`config.mk`:
```
export PLATFORM = sky130hd
export DESIGN_NAME = clock_source_select
export DESIGN_NICKNAME = d
export VERILOG_FILES = /design/src/common/clk_sel_pkg.sv /design/src/rtl/startup_timer.sv /design/src/rtl/failsafe_monitor.sv /design/src/rtl/clock_source_select.sv
export SDC_FILE = /design/constraint.sdc
export NUM_CORES = 1
export LEC_CHECK = 0
export BUFFER_PORTS_ARGS = -buffer_cell sky130_fd_sc_hd__buf_2
export CAP_MARGIN = 20
export CORE_UTILIZATION = 40
export CTS_BUF_LIST = sky130_fd_sc_hd__clkbuf_4
export DETAILED_ROUTE_END_ITERATION = 8
export PLACE_DENSITY_LB_ADDON = 0.05
export SLEW_MARGIN = 15
export SYNTH_ARGS = -nofsm -noshare
export SYNTH_HDL_FRONTEND = slang
export SYNTH_SLANG_ARGS = --single-unit
```
`constraint.sdc`:
```
create_clock -name clk_sys -period 3.7 [get_ports clk_sys]
set_input_delay 0.925 -clock clk_sys [delete_from_list [all_inputs] [get_ports clk_sys]]
set_output_delay 0.925 -clock clk_sys [all_outputs]
set_load 0.1 [all_outputs]
```
`src/common/clk_sel_pkg.sv`:
```
/*
  Constants and carrier types for the system clock source selection block.
  Assumes one 100 MHz bus clock and an APB master with 32-bit data.
*/
package clk_sel_pkg;
  localparam logic [11:0] ctrl_off    = 12'h000;
  localparam logic [11:0] stat_off    = 12'h004;
  localparam logic [11:0] irq_off     = 12'h008;
  localparam logic [11:0] mask_off    = 12'h00C;
  // control fields
  localparam int sel_lsb    = 0;
  localparam int spll_bit   = 2;
  localparam int ircf_lsb   = 4;
  localparam int ircf_w     = 4;
  localparam logic [31:0] ctrl_rst = 32'h0000_0000;
  // event bits
  localparam int ev_switch  = 0;
  localparam int ev_fail    = 1;
  localparam int ev_ready   = 2;
  localparam int ev_w       = 3;
  localparam int ost_cycles = 1024;
  localparam int fail_ns    = 2000;
  localparam int clk_ns     = 10;
  localparam int fail_cycles = fail_ns / clk_ns;

  typedef enum logic [2:0] {
    low_power_crystal_mode      = 3'b000,
    medium_gain_crystal_mode    = 3'b001,
    high_gain_crystal_mode      = 3'b010,
    ext_rc_mode                 = 3'b011,
    internal_clock_mode         = 3'b100,
    ext_clock_low_power_mode    = 3'b101,
    ext_clock_medium_power_mode = 3'b110,
    ext_clock_high_power_mode   = 3'b111
  } osc_mode_t;

  typedef enum logic [1:0] {
    src_primary  = 2'b00,
    src_timer1   = 2'b01,
    src_internal = 2'b10
  } src_t;

  typedef struct packed {
    logic [1:0] gain;
    logic       pin2_is_osc;
    logic       ext_clock;
    logic       crystal;
    logic [1:0] ec_range;
  } mode_info_t;
endpackage

```
`src/rtl/startup_timer.sv`:
```
/*
  Counts edges of an oscillator tick and flags ready after a set count.
  Assumes tick is a one-cycle pulse synchronous to clk_sys.
*/
module startup_timer #(
  parameter int count_max = 1024
) (
  input  wire logic clk_sys,
  input  wire logic rst_n,
  input  wire logic restart,
  input  wire logic bypass,
  input  wire logic tick,
  output logic      ready
);
  logic [$clog2(count_max+1)-1:0] cnt_q;

  always_ff @(posedge clk_sys) begin
    if (!rst_n || restart) begin
      cnt_q <= '0;
      ready <= 1'b0;
    end else if (bypass) begin
      ready <= 1'b1;
    end else if (tick && !ready) begin
      cnt_q <= cnt_q + 1'b1;
      if (cnt_q == ($bits(cnt_q))'(count_max - 1)) begin
        ready <= 1'b1;
      end
    end
  end
endmodule

```
`src/rtl/failsafe_monitor.sv`:
```
/*
  Watches ticks of the external source; flags failure after a silent window.
  Assumes tick pulses synchronous to clk_sys.
*/
module failsafe_monitor #(
  parameter int timeout = 200
) (
  input  wire logic clk_sys,
  input  wire logic rst_n,
  input  wire logic enable,
  input  wire logic tick,
  output logic      failed
);
  logic [$clog2(timeout+1)-1:0] idle_q;

  always_ff @(posedge clk_sys) begin
    if (!rst_n || !enable || tick) begin
      idle_q <= '0;
      failed <= 1'b0;
    end else if (idle_q == ($bits(idle_q))'(timeout)) begin
      failed <= 1'b1;
    end else begin
      idle_q <= idle_q + 1'b1;
    end
  end
endmodule

```
`src/rtl/clock_source_select.sv`:
```
/*
  Clock source selection with APB registers, startup timer, failsafe
  monitor and sticky interrupt. Assumes oscillator activity arrives as
  tick pulses synchronous to clk_sys and mode straps are stable at reset.
*/
// Design decisions made here: the address map and the APB register port.
module clock_source_select
  import clk_sel_pkg::*;
#(
  parameter int ost_count  = ost_cycles,
  parameter int fail_count = fail_cycles
) (
  input  wire logic                 clk_sys,
  input  wire logic                 rst_n,
  input  wire logic [11:0]          paddr,
  input  wire logic                 psel,
  input  wire logic                 penable,
  input  wire logic                 pwrite,
  input  wire logic [31:0]          pwdata,
  output logic [31:0]               prdata,
  output logic                      pready,
  output logic                      pslverr,
  input  wire clk_sel_pkg::osc_mode_t oscillator_mode_bits,
  input  wire logic                 config_pll_enable,
  input  wire logic                 fail_monitor_enable,
  input  wire logic                 ext_tick,
  input  wire logic                 timer1_tick,
  input  wire logic                 timer1_ready,
  input  wire logic                 wake_up,
  output clk_sel_pkg::src_t         active_source,
  output clk_sel_pkg::mode_info_t   mode_info,
  output logic [3:0]                internal_divider,
  output logic                      pll_on,
  output logic                      cpu_run,
  output logic                      irq
);
  typedef enum logic [2:0] {
    st_run  = 3'b001,
    st_wait = 3'b010,
    st_fail = 3'b100
  } sw_state_t;

  sw_state_t  state_q;
  logic [1:0] sel_q;
  logic       spll_q;
  logic [3:0] ircf_q;
  logic [ev_w-1:0] stat_q, mask_q, ev;
  src_t       target;
  logic       ost_ready, failed, ext_is_ec, crystal, target_ready;
  logic       wr, rd;

  assign wr = psel && penable && pwrite;
  assign rd = psel && penable && !pwrite;
  assign ext_is_ec = oscillator_mode_bits[2] && (oscillator_mode_bits[1:0] != 2'b00);
  assign crystal = (oscillator_mode_bits[2:1] == 2'b00) ||
                   (oscillator_mode_bits == high_gain_crystal_mode);
  assign target = sel_q[1] ? src_internal : (sel_q[0] ? src_timer1 : src_primary);

  startup_timer #(.count_max(ost_count)) u_ost (
    .clk_sys (clk_sys),
    .rst_n   (rst_n),
    .restart (wake_up),
    .bypass  (!crystal),
    .tick    (ext_tick),
    .ready   (ost_ready)
  );

  failsafe_monitor #(.timeout(fail_count)) u_failsafe_clock_monitor (
    .clk_sys (clk_sys),
    .rst_n   (rst_n),
    // keep watching while fallen back, so a dead source cannot be re-entered
    .enable  (fail_monitor_enable && oscillator_mode_bits != internal_clock_mode
              && (active_source == src_primary || state_q == st_fail)),
    .tick    (ext_tick),
    .failed  (failed)
  );

  always_comb begin
    case (target)
      src_timer1:  target_ready = timer1_ready;
      src_internal: target_ready = 1'b1;
      default:     target_ready = ost_ready && !failed;
    endcase
  end

  // software control and mask registers
  always_ff @(posedge clk_sys) begin
    if (!rst_n) begin
      sel_q  <= ctrl_rst[sel_lsb +: 2];
      spll_q <= ctrl_rst[spll_bit];
      ircf_q <= ctrl_rst[ircf_lsb +: ircf_w];
      mask_q <= '0;
    end else if (wr && paddr == ctrl_off) begin
      sel_q  <= pwdata[sel_lsb +: 2];
      spll_q <= pwdata[spll_bit];
      ircf_q <= pwdata[ircf_lsb +: ircf_w];
    end else if (wr && paddr == mask_off) begin
      mask_q <= pwdata[ev_w-1:0];
    end
  end

  // switch state machine
  always_ff @(posedge clk_sys) begin
    if (!rst_n) begin
      state_q       <= st_run;
      active_source <= src_primary;
    end else begin
      case (state_q)
        st_run: begin
          if (failed) begin
            state_q       <= st_fail;
            active_source <= src_internal;
          end else if (target != active_source) begin
            state_q <= st_wait;
          end
        end
        st_wait: begin
          if (target == active_source) begin
            state_q <= st_run;
          end else if (target_ready) begin
            active_source <= target;
            state_q       <= st_run;
          end
        end
        st_fail: begin
          if (!failed && target != src_primary) begin
            state_q <= st_wait;
          end else if (!failed && ost_ready) begin
            active_source <= src_primary;
            state_q       <= st_run;
          end
        end
        default: state_q <= st_run;
      endcase
    end
  end

  assign ev[ev_switch] = state_q == st_wait && target_ready && target != active_source;
  assign ev[ev_fail]   = state_q == st_run && failed;
  assign ev[ev_ready]  = ost_ready && !cpu_run;

  // sticky status, set wins over clear
  always_ff @(posedge clk_sys) begin
    if (!rst_n) begin
      stat_q <= '0;
    end else begin
      stat_q <= (stat_q & ~((wr && paddr == irq_off) ? pwdata[ev_w-1:0] : '0)) | ev;
    end
  end

  always_ff @(posedge clk_sys) begin
    if (!rst_n) begin
      irq <= 1'b0;
    end else begin
      irq <= |(((stat_q & ~((wr && paddr == irq_off) ? pwdata[ev_w-1:0] : '0)) | ev)
               & mask_q);
    end
  end

  // derived outputs
  always_ff @(posedge clk_sys) begin
    if (!rst_n) begin
      mode_info        <= '0;
      internal_divider <= '0;
      pll_on           <= 1'b0;
      cpu_run          <= 1'b0;
    end else begin
      mode_info.gain        <= oscillator_mode_bits[1:0];
      mode_info.crystal     <= crystal;
      mode_info.ext_clock   <= ext_is_ec;
      mode_info.pin2_is_osc <= crystal;
      mode_info.ec_range    <= ext_is_ec ? oscillator_mode_bits[1:0] : 2'b00;
      internal_divider      <= ircf_q;
      pll_on                <= config_pll_enable || spll_q;
      // no stop on missing ticks, only held while starting
      cpu_run <= (active_source != src_primary) || ost_ready;
    end
  end

  // apb slave, zero wait states
  always_ff @(posedge clk_sys) begin
    if (!rst_n) begin
      prdata  <= '0;
      pready  <= 1'b0;
      pslverr <= 1'b0;
    end else begin
      pready  <= psel && !penable;
      pslverr <= psel && !penable && !(paddr inside {ctrl_off, stat_off, irq_off, mask_off});
      prdata  <= '0;
      if (psel && !penable && !pwrite) begin
        case (paddr)
          ctrl_off: prdata <= 32'(ircf_q) << ircf_lsb | 32'(spll_q) << spll_bit | 32'(sel_q);
          stat_off: prdata <= {26'h0, state_q, active_source, ost_ready};
          irq_off:  prdata <= 32'(stat_q);
          mask_off: prdata <= 32'(mask_q);
          default:  prdata <= '0;
        endcase
      end
    end
  end

  switch_waits_a: assert property (@(posedge clk_sys) disable iff (!rst_n)
    state_q == st_wait && !target_ready && target != active_source
    |=> $stable(active_source))
    else $error("source changed before ready");
  fail_falls_back_a: assert property (@(posedge clk_sys) disable iff (!rst_n)
    state_q == st_run && failed |=> active_source == src_internal)
    else $error("no fallback on failure");
  pll_follows_a: assert property (@(posedge clk_sys) disable iff (!rst_n)
    config_pll_enable |=> pll_on)
    else $error("pll not on with config bit");
  ec_no_wait_a: assert property (@(posedge clk_sys) disable iff (!rst_n)
    ext_is_ec && !wake_up |=> ost_ready)
    else $error("external clock waited on timer");
  internal_sel_a: assert property (@(posedge clk_sys) disable iff (!rst_n)
    sel_q[1] && state_q == st_wait && !failed |=> active_source == src_internal)
    else $error("1x did not select internal");
  irq_masked_a: assert property (@(posedge clk_sys) disable iff (!rst_n)
    (stat_q & mask_q) == '0 && ev == '0 |=> !irq)
    else $error("irq without masked event");
  gain_map_a: assert property (@(posedge clk_sys) disable iff (!rst_n)
    crystal && $stable(oscillator_mode_bits) |=> mode_info.gain == oscillator_mode_bits[1:0])
    else $error("gain mismatch");
  apb_ready_a: assert property (@(posedge clk_sys) disable iff (!rst_n)
    psel && !penable |=> pready)
    else $error("apb not ready");
  switch_c: cover property (@(posedge clk_sys) disable iff (!rst_n) ev[ev_switch]);
  fail_c:   cover property (@(posedge clk_sys) disable iff (!rst_n) ev[ev_fail]);
  irq_c:    cover property (@(posedge clk_sys) disable iff (!rst_n) irq);
endmodule

```
==> results of run 1 <==
==> metrics by stage <==
| step | total power, mW | hold WS (ns) | setup slack [ns] | utilization (%) |
|---|---|---|---|---|
| finish | 1.417 | 0.4553 | 1.357 | 48.20 |
| global route | 1.475 | 0.4936 | 1.244 | 48.20 |
| CTS | 1.438 | 0.4681 | 1.315 | 48.20 |
| detailed placement | 0.9141 | 0.4558 | 1.031 | 46.02 |
| global placement | 0.9145 | 0.4570 | 1.011 | 46.02 |
| floorplan | 0.8963 | 0.4376 | 1.419 | - |
==> cell usage in the layout, fill, tap and decap left out, types with 3 or more instances in the layout <==
cell	n
xnor2_1	3
nor3b_1	6
ha_1	3
conb_1	24
or4_1	3
and2_1	12
nand3_1	21
xor2_1	11
mux4_2	3
o21ai_0	18
dfxtp_1	62
nand4_1	7
buf_2	57
clkinv_1	3
inv_1	9
nand2_1	12
clkbuf_4	10
and3_1	10
mux2i_1	3
o21a_1	3
a21oi_1	20
nor2b_1	4
nor2_1	32
==> per-layer routing <==
metal | vias to the layer above | track usage (%)
li1 | 1211 | -
met1 | 1111 | 21.66
met2 | 85 | 28.68
met3 | 13 | 5.655
met4 | 0 | 8.644
met5 | - | 0
==> cells by family (layout without fill, tap and decap cells) <==
family	after synthesis	count (layout)	synth area share [%]
compound gates	61	61	13.42
xor+xnor	14	14	4.161
fa+ha+maj	3	3	1.274
buf+inv	46	82	9.384
flops	62	62	42.12
mux	6	6	3.312
other cells	1	24	0.1273
simple gates	132	132	26.20
==> registers in the layout (all words and copies together), names as in the netlist, 2 cells and up <==
name,flops
ircf_q,4
state_q,3
prdata,8
active_source,2
mode_info,6
stat_q,3
sel_q,2
u_failsafe_clock_monitor.idle_q,8
mask_q,3
u_ost.cnt_q,11
internal_divider,4
==> final cells by class <==
cell class,count,area (um2),area share [%]
multi-input combinational,240,1515,45.27
sequential,62,1241,37.08
timing repair buffer,57,285.3,8.523
tap,96,120.1,3.589
clock inverter,6,76.32,2.280
clock buffer,10,75.07,2.243
inverter,9,33.78,1.009
==> how the worst min path moves through the flow <==
stage / endpoint / slack, ns / start / cells after the start
6_report: internal_divider[3] / 0.46 / ircf_q[3] / 1
5_1_grt: internal_divider[3] / 0.49 / ircf_q[3] / 1
3_3_place_gp: internal_divider[2] / 0.46 / ircf_q[2] / 1
2_1_floorplan: internal_divider[2] / 0.44 / ircf_q[2] / 1
4_1_cts: internal_divider[3] / 0.47 / ircf_q[3] / 1
3_5_place_dp: internal_divider[3] / 0.46 / ircf_q[3] / 1
==> power groups by stage <==
stage | combinational, mW | sequential, mW | clock [mW]
5_1_grt | 0.229 | 0.681 | 0.565
4_1_cts | 0.220 | 0.679 | 0.539
3_3_place_gp | 0.220 | 0.695 | 0
2_1_floorplan | 0.166 | 0.730 | 0
6_report | 0.220 | 0.679 | 0.519
3_5_place_dp | 0.219 | 0.695 | 0
==> impl_metrics.tcl, run 1 <==
set metrics [dict create \
    status "finished clean" \
    cts_tree "built" \
    port_buffers 57 \
    placed_area_mm2 0.003196 \
    synthTopCellsByCount "dfxtp_1, nor2_1, buf_4" \
    fmax_ghz 0.4269 \
    synth_seq_area_share_pct 42.12 \
    tns_ns 0 \
    hold_viol 0 \
    clk_pin_slew_ns 0.12 \
    grt_usage_pct 17.86 \
    postLayoutCellArea_mm2 0.003347 \
    initial_core_util_pct 42.43 \
    clock-sinks 62 \
    cpPeakStageDelay_ns 0.52 \
    r2r-start "sel_q[0]" \
    die_w_um 87.83 \
    switchingPower_mw 0.4384 \
    drv_cap 0 \
    syn_to_final_growth_pct 13.59 \
    die_height_um 87.83 \
    vias 2420 \
    grt_pass1_vias 2129 \
    r2r_setup_slack_ns 1.96 \
    met1_length_mm 2.933 \
    rr_worst_depth 4 \
    viasPerCell 5.042 \
    routedWlPerCell_um 13.32 \
    setup_viol 0 \
    fin_skew_ns 0.02038 \
    slowest_stage "dfxtp_1" \
    ant_nets 0 \
    cts-resized-gates 0 \
    antenna_found_initial 0 \
    hpwl_mm 4.525 \
    seq_power_share_pct 47.9 \
    num_antenna_cells 0 \
    clk_latency_ns 0.42 \
    rows 30 \
    drive_above_1_share_pct 21.88 \
    synth_area_mm2 0.002947 \
    cp-end-kind "output port" \
    critPathTopFamily "flip-flops" \
    crit_required_ns 2.77 \
    grt_max_degree 21 \
    cp.depth 1 \
    post-cts-setup-buffer-count 0 \
    routed.top_layer "met4" \
    worstMarginPinSlew_ns 0.6442 \
    cp-endpoint "active_source[0]" \
    cts-root-buf "clkbuf_4" \
    synthTopCellsByArea "dfxtp_1, buf_4, nor2_1" \
    path_buf_inv 1 \
    p_int_mw 0.9791 \
    drcViolationCount 0 \
    drt_iter0_drc 101 \
    coreArea_mm2 0.006944 \
    synth-seq-cells 62 \
    power_frac_comb_pct 15.5 \
    crit_fanout 8 \
    fill_cells 695 \
    ys.warnings.count 0 \
    htree_levels 3 \
    relSlewSlack_pct 57.01 \
    hold_buffers 0 \
    grt_overflow 0 \
    synth.most_common_cell "dfxtp_1" \
    crit_start "active_source[0]" \
    gp_congestion 0.8126 \
    start_kind "flip-flop" \
    clkPwrFrac_pct 36.6 \
    grt_pass1_wl_mm 10.25 \
    period_share_pct 63.32 \
    hold_class "reg2reg" \
    avgSynthCellArea_um2 9.066 \
    firstDrtPassIters 5 \
    stdcell_count 480 \
    crit_chain "buf_2" \
    p_leak_nw 1.403 \
    totalWireLength_mm 6.393 \
    met3WireLength_um 413 \
    yosysTopAreaCell "dfxtp_1" \
    rr_endpoint "state_q[0]" \
    dieArea_mm2 0.007713 \
    cts_made_buffers 9 \
    sw_frac_of_total_pct 30.93 \
    finalNetCount 440 \
    async_flop_share_pct 0 \
    dr_wl_met2_mm 2.917 \
    synth_cells 325 \
    ir_worst_vdd_mv 0.2218 \
    period_needed_ns 2.343 \
    powerDensity_mw_per_mm2 423.5 \
    dp.cells 464 \
    io_pins 108 \
    cts_buffer_depth 2 \
    synth.top_cell.area_share_pct 42.12 \
    drv_slew 0 \
    ys.flop_type "dfxtp_1" \
    yosysUniqueCellTypes 59 \
    timing.critical_path.arrival_ns 1.42 \
    rsz0062_at_grt "no" \
    synth_edf_count 0 \
    critPathKind "reg2out" \
]
No activity file was read; power rests on OpenSTA's default activity.
==> run 2: changes to the inputs <==
==> constraint.sdc (replaced) <==
create_clock -name clk_sys -period 2.45 [get_ports clk_sys]
set_input_delay 0.6125 -clock clk_sys [delete_from_list [all_inputs] [get_ports clk_sys]]
set_output_delay 0.6125 -clock clk_sys [all_outputs]
set_load 0.1 [all_outputs]
==> run 2 against run 1 <==
Net effect: sequential power increased by 52%; clock power increased by 58%; critical endpoint unchanged; final cell count increased by 1.3%; setup slack got worse by 0.95 ns; power increased by 54%.
==> impl_metrics.tcl, run 2 (synthesized netlist as in run 1, its figures left out) <==
set metrics [dict create \
    clk_latency_ns 0.40 \
    vias 2402 \
    ant_nets 0 \
    drcViolationCount 0 \
    cts_buffer_depth 2 \
    hpwl_mm 4.701 \
    setup_viol 0 \
    totalWireLength_mm 6.442 \
    cp-end-kind "output port" \
    cts-root-buf "clkbuf_4" \
    initial_core_util_pct 42.43 \
    powerDensity_mw_per_mm2 641.3 \
    grt_max_degree 16 \
    relSlewSlack_pct 60.44 \
    grt_overflow 0 \
    final_cell_mix "dfxtp_1, buf_2, nor2_1" \
    crit_fanout 8 \
    stdcell_count 486 \
    largestRegisters "u_ost.cnt_q (11), prdata (8), u_failsafe_clock_monitor.idle_q (8)" \
    crit_required_ns 1.84 \
    rsz0062_at_grt "no" \
    die_height_um 87.83 \
    hold_viol 0 \
    slowest_stage "dfxtp_1" \
    gp_congestion 0.8117 \
    status "finished clean" \
    dp.cells 470 \
    cts_tree "built" \
    syn_to_final_growth_pct 15.58 \
    cts_made_buffers 9 \
    mostFrequentLayoutCell "dfxtp_1" \
    critPathTopFamily "flip-flops" \
    tns_ns 0 \
    num_antenna_cells 0 \
    rr_worst_depth 4 \
    min_from "config_pll_enable" \
    fin_skew_ns 0.01208 \
    worstMarginPinSlew_ns 0.5899 \
    port_buffers 57 \
    die_w_um 87.83 \
    busiest_layer "met2" \
    r2r-start "active_source[0]" \
    clk_pin_slew_ns 0.12 \
    p_int_mw 1.486 \
    crit_start "active_source[0]" \
    finalNetCount 446 \
    start_kind "flip-flop" \
    hold_class "in2reg" \
    grt_pass1_vias 2114 \
    use_met3_pct 4.430 \
    grtUsageMet1_pct 23.70 \
    htree_levels 3 \
    largest-register "u_ost.cnt_q" \
    seq_power_share_pct 47.0 \
    ir_worst_vdd_mv 0.3574 \
    min_path_cells 3 \
    clkPwrFrac_pct 37.6 \
    seqCellArea_mm2 0.001241 \
    critPathKind "reg2out" \
    period_needed_ns 2.047 \
    fmax_ghz 0.4885 \
    grtUsageMet2_pct 27.63 \
    cpPeakStageDelay_ns 0.54 \
    fill_cells 663 \
    io_pins 108 \
    drt_iter0_drc 81 \
    largest_reg_flops 11 \
    crit_chain "buf_2" \
    viasPerCell 4.942 \
    grt_pass1_wl_mm 10.47 \
    antenna_found_initial 0 \
    period_share_pct 83.55 \
    p_leak_nw 1.432 \
    clock-sinks 62 \
    switchingPower_mw 0.6985 \
    cts-resized-gates 0 \
    drv_cap 0 \
    power_frac_comb_pct 15.4 \
    path_buf_inv 1 \
    hold_buffers 0 \
    drive_above_1_share_pct 23.85 \
    rr_endpoint "state_q[1]" \
    dieArea_mm2 0.007713 \
    multiInputGateArea_mm2 0.001515 \
    drv_slew 0 \
    post-cts-setup-buffer-count 0 \
    sw_frac_of_total_pct 31.98 \
    firstDrtPassIters 4 \
    routedWlPerCell_um 13.26 \
    whs_endpoint "pll_on" \
    timing.critical_path.arrival_ns 1.43 \
    r2r_setup_slack_ns 0.68 \
    rows 30 \
    grt_usage_pct 17.91 \
    coreArea_mm2 0.006944 \
]
run 2: cell count changes in the layout (fill, tap and decap cells not counted), sizes merged:
cell | before | now
clkinv | 4 | 2
clkinvlp | 0 | 2
inv | 9 | 10
buf | 57 | 63
clkbuf | 10 | 9
run 2: layout make-up:
class / count / share of cell area (%)
clock inverters: 7 / 2.866
well taps: 96 / 3.527
inverters: 9 / 0.9919
multi-input cells: 240 / 44.49
repair buffers: 63 / 9.699
clock buffers: 9 / 1.984
flip-flops and latches: 62 / 36.44
run 2: metal layers:
layer | wire, um | vias to the layer above
li1 | - | 1233
met4 | 80 | 0
met2 | 2915 | 66
met5 | 0 | -
met1 | 3139 | 1095
met3 | 307 | 8
run 2: metrics by stage:
step | hold slack, ns | setup WS (ns) | power (mW) | instance area, um2 | util [%]
finish | 0.4324 | 0.4029 | 2.184 | 3406 | 49.05
global route | 0.3920 | 0.3178 | 2.277 | 3406 | 49.05
CTS | 0.4049 | 0.3785 | 2.208 | 3406 | 49.05
detailed placement | 0.4581 | 0.3253 | 1.386 | 3241 | 46.67
global placement | 0.4581 | 0.3350 | 1.386 | 3241 | 46.67
floorplan | 0.4376 | 0.4094 | 1.354 | 3033 | -
run 2: worst max-delay path by stage:
| stage | endpoint | depth (start not counted) |
|---|---|---|
| floorplan | state_q[0] | 4 |
| global placement | irq | 5 |
| detailed placement | irq | 5 |
| CTS | active_source[0] | 1 |
| global route | active_source[0] | 1 |
| finish | active_source[0] | 1 |
run 2: power by group through the flow:
stage / clock network (mW) / logic, mW / registers (mW)
finish: 0.820 / 0.337 / 1.03
global route: 0.897 / 0.351 / 1.03
CTS: 0.844 / 0.338 / 1.03
detailed placement: 0 / 0.337 / 1.05
global placement: 0 / 0.337 / 1.05
floorplan: 0 / 0.250 / 1.10
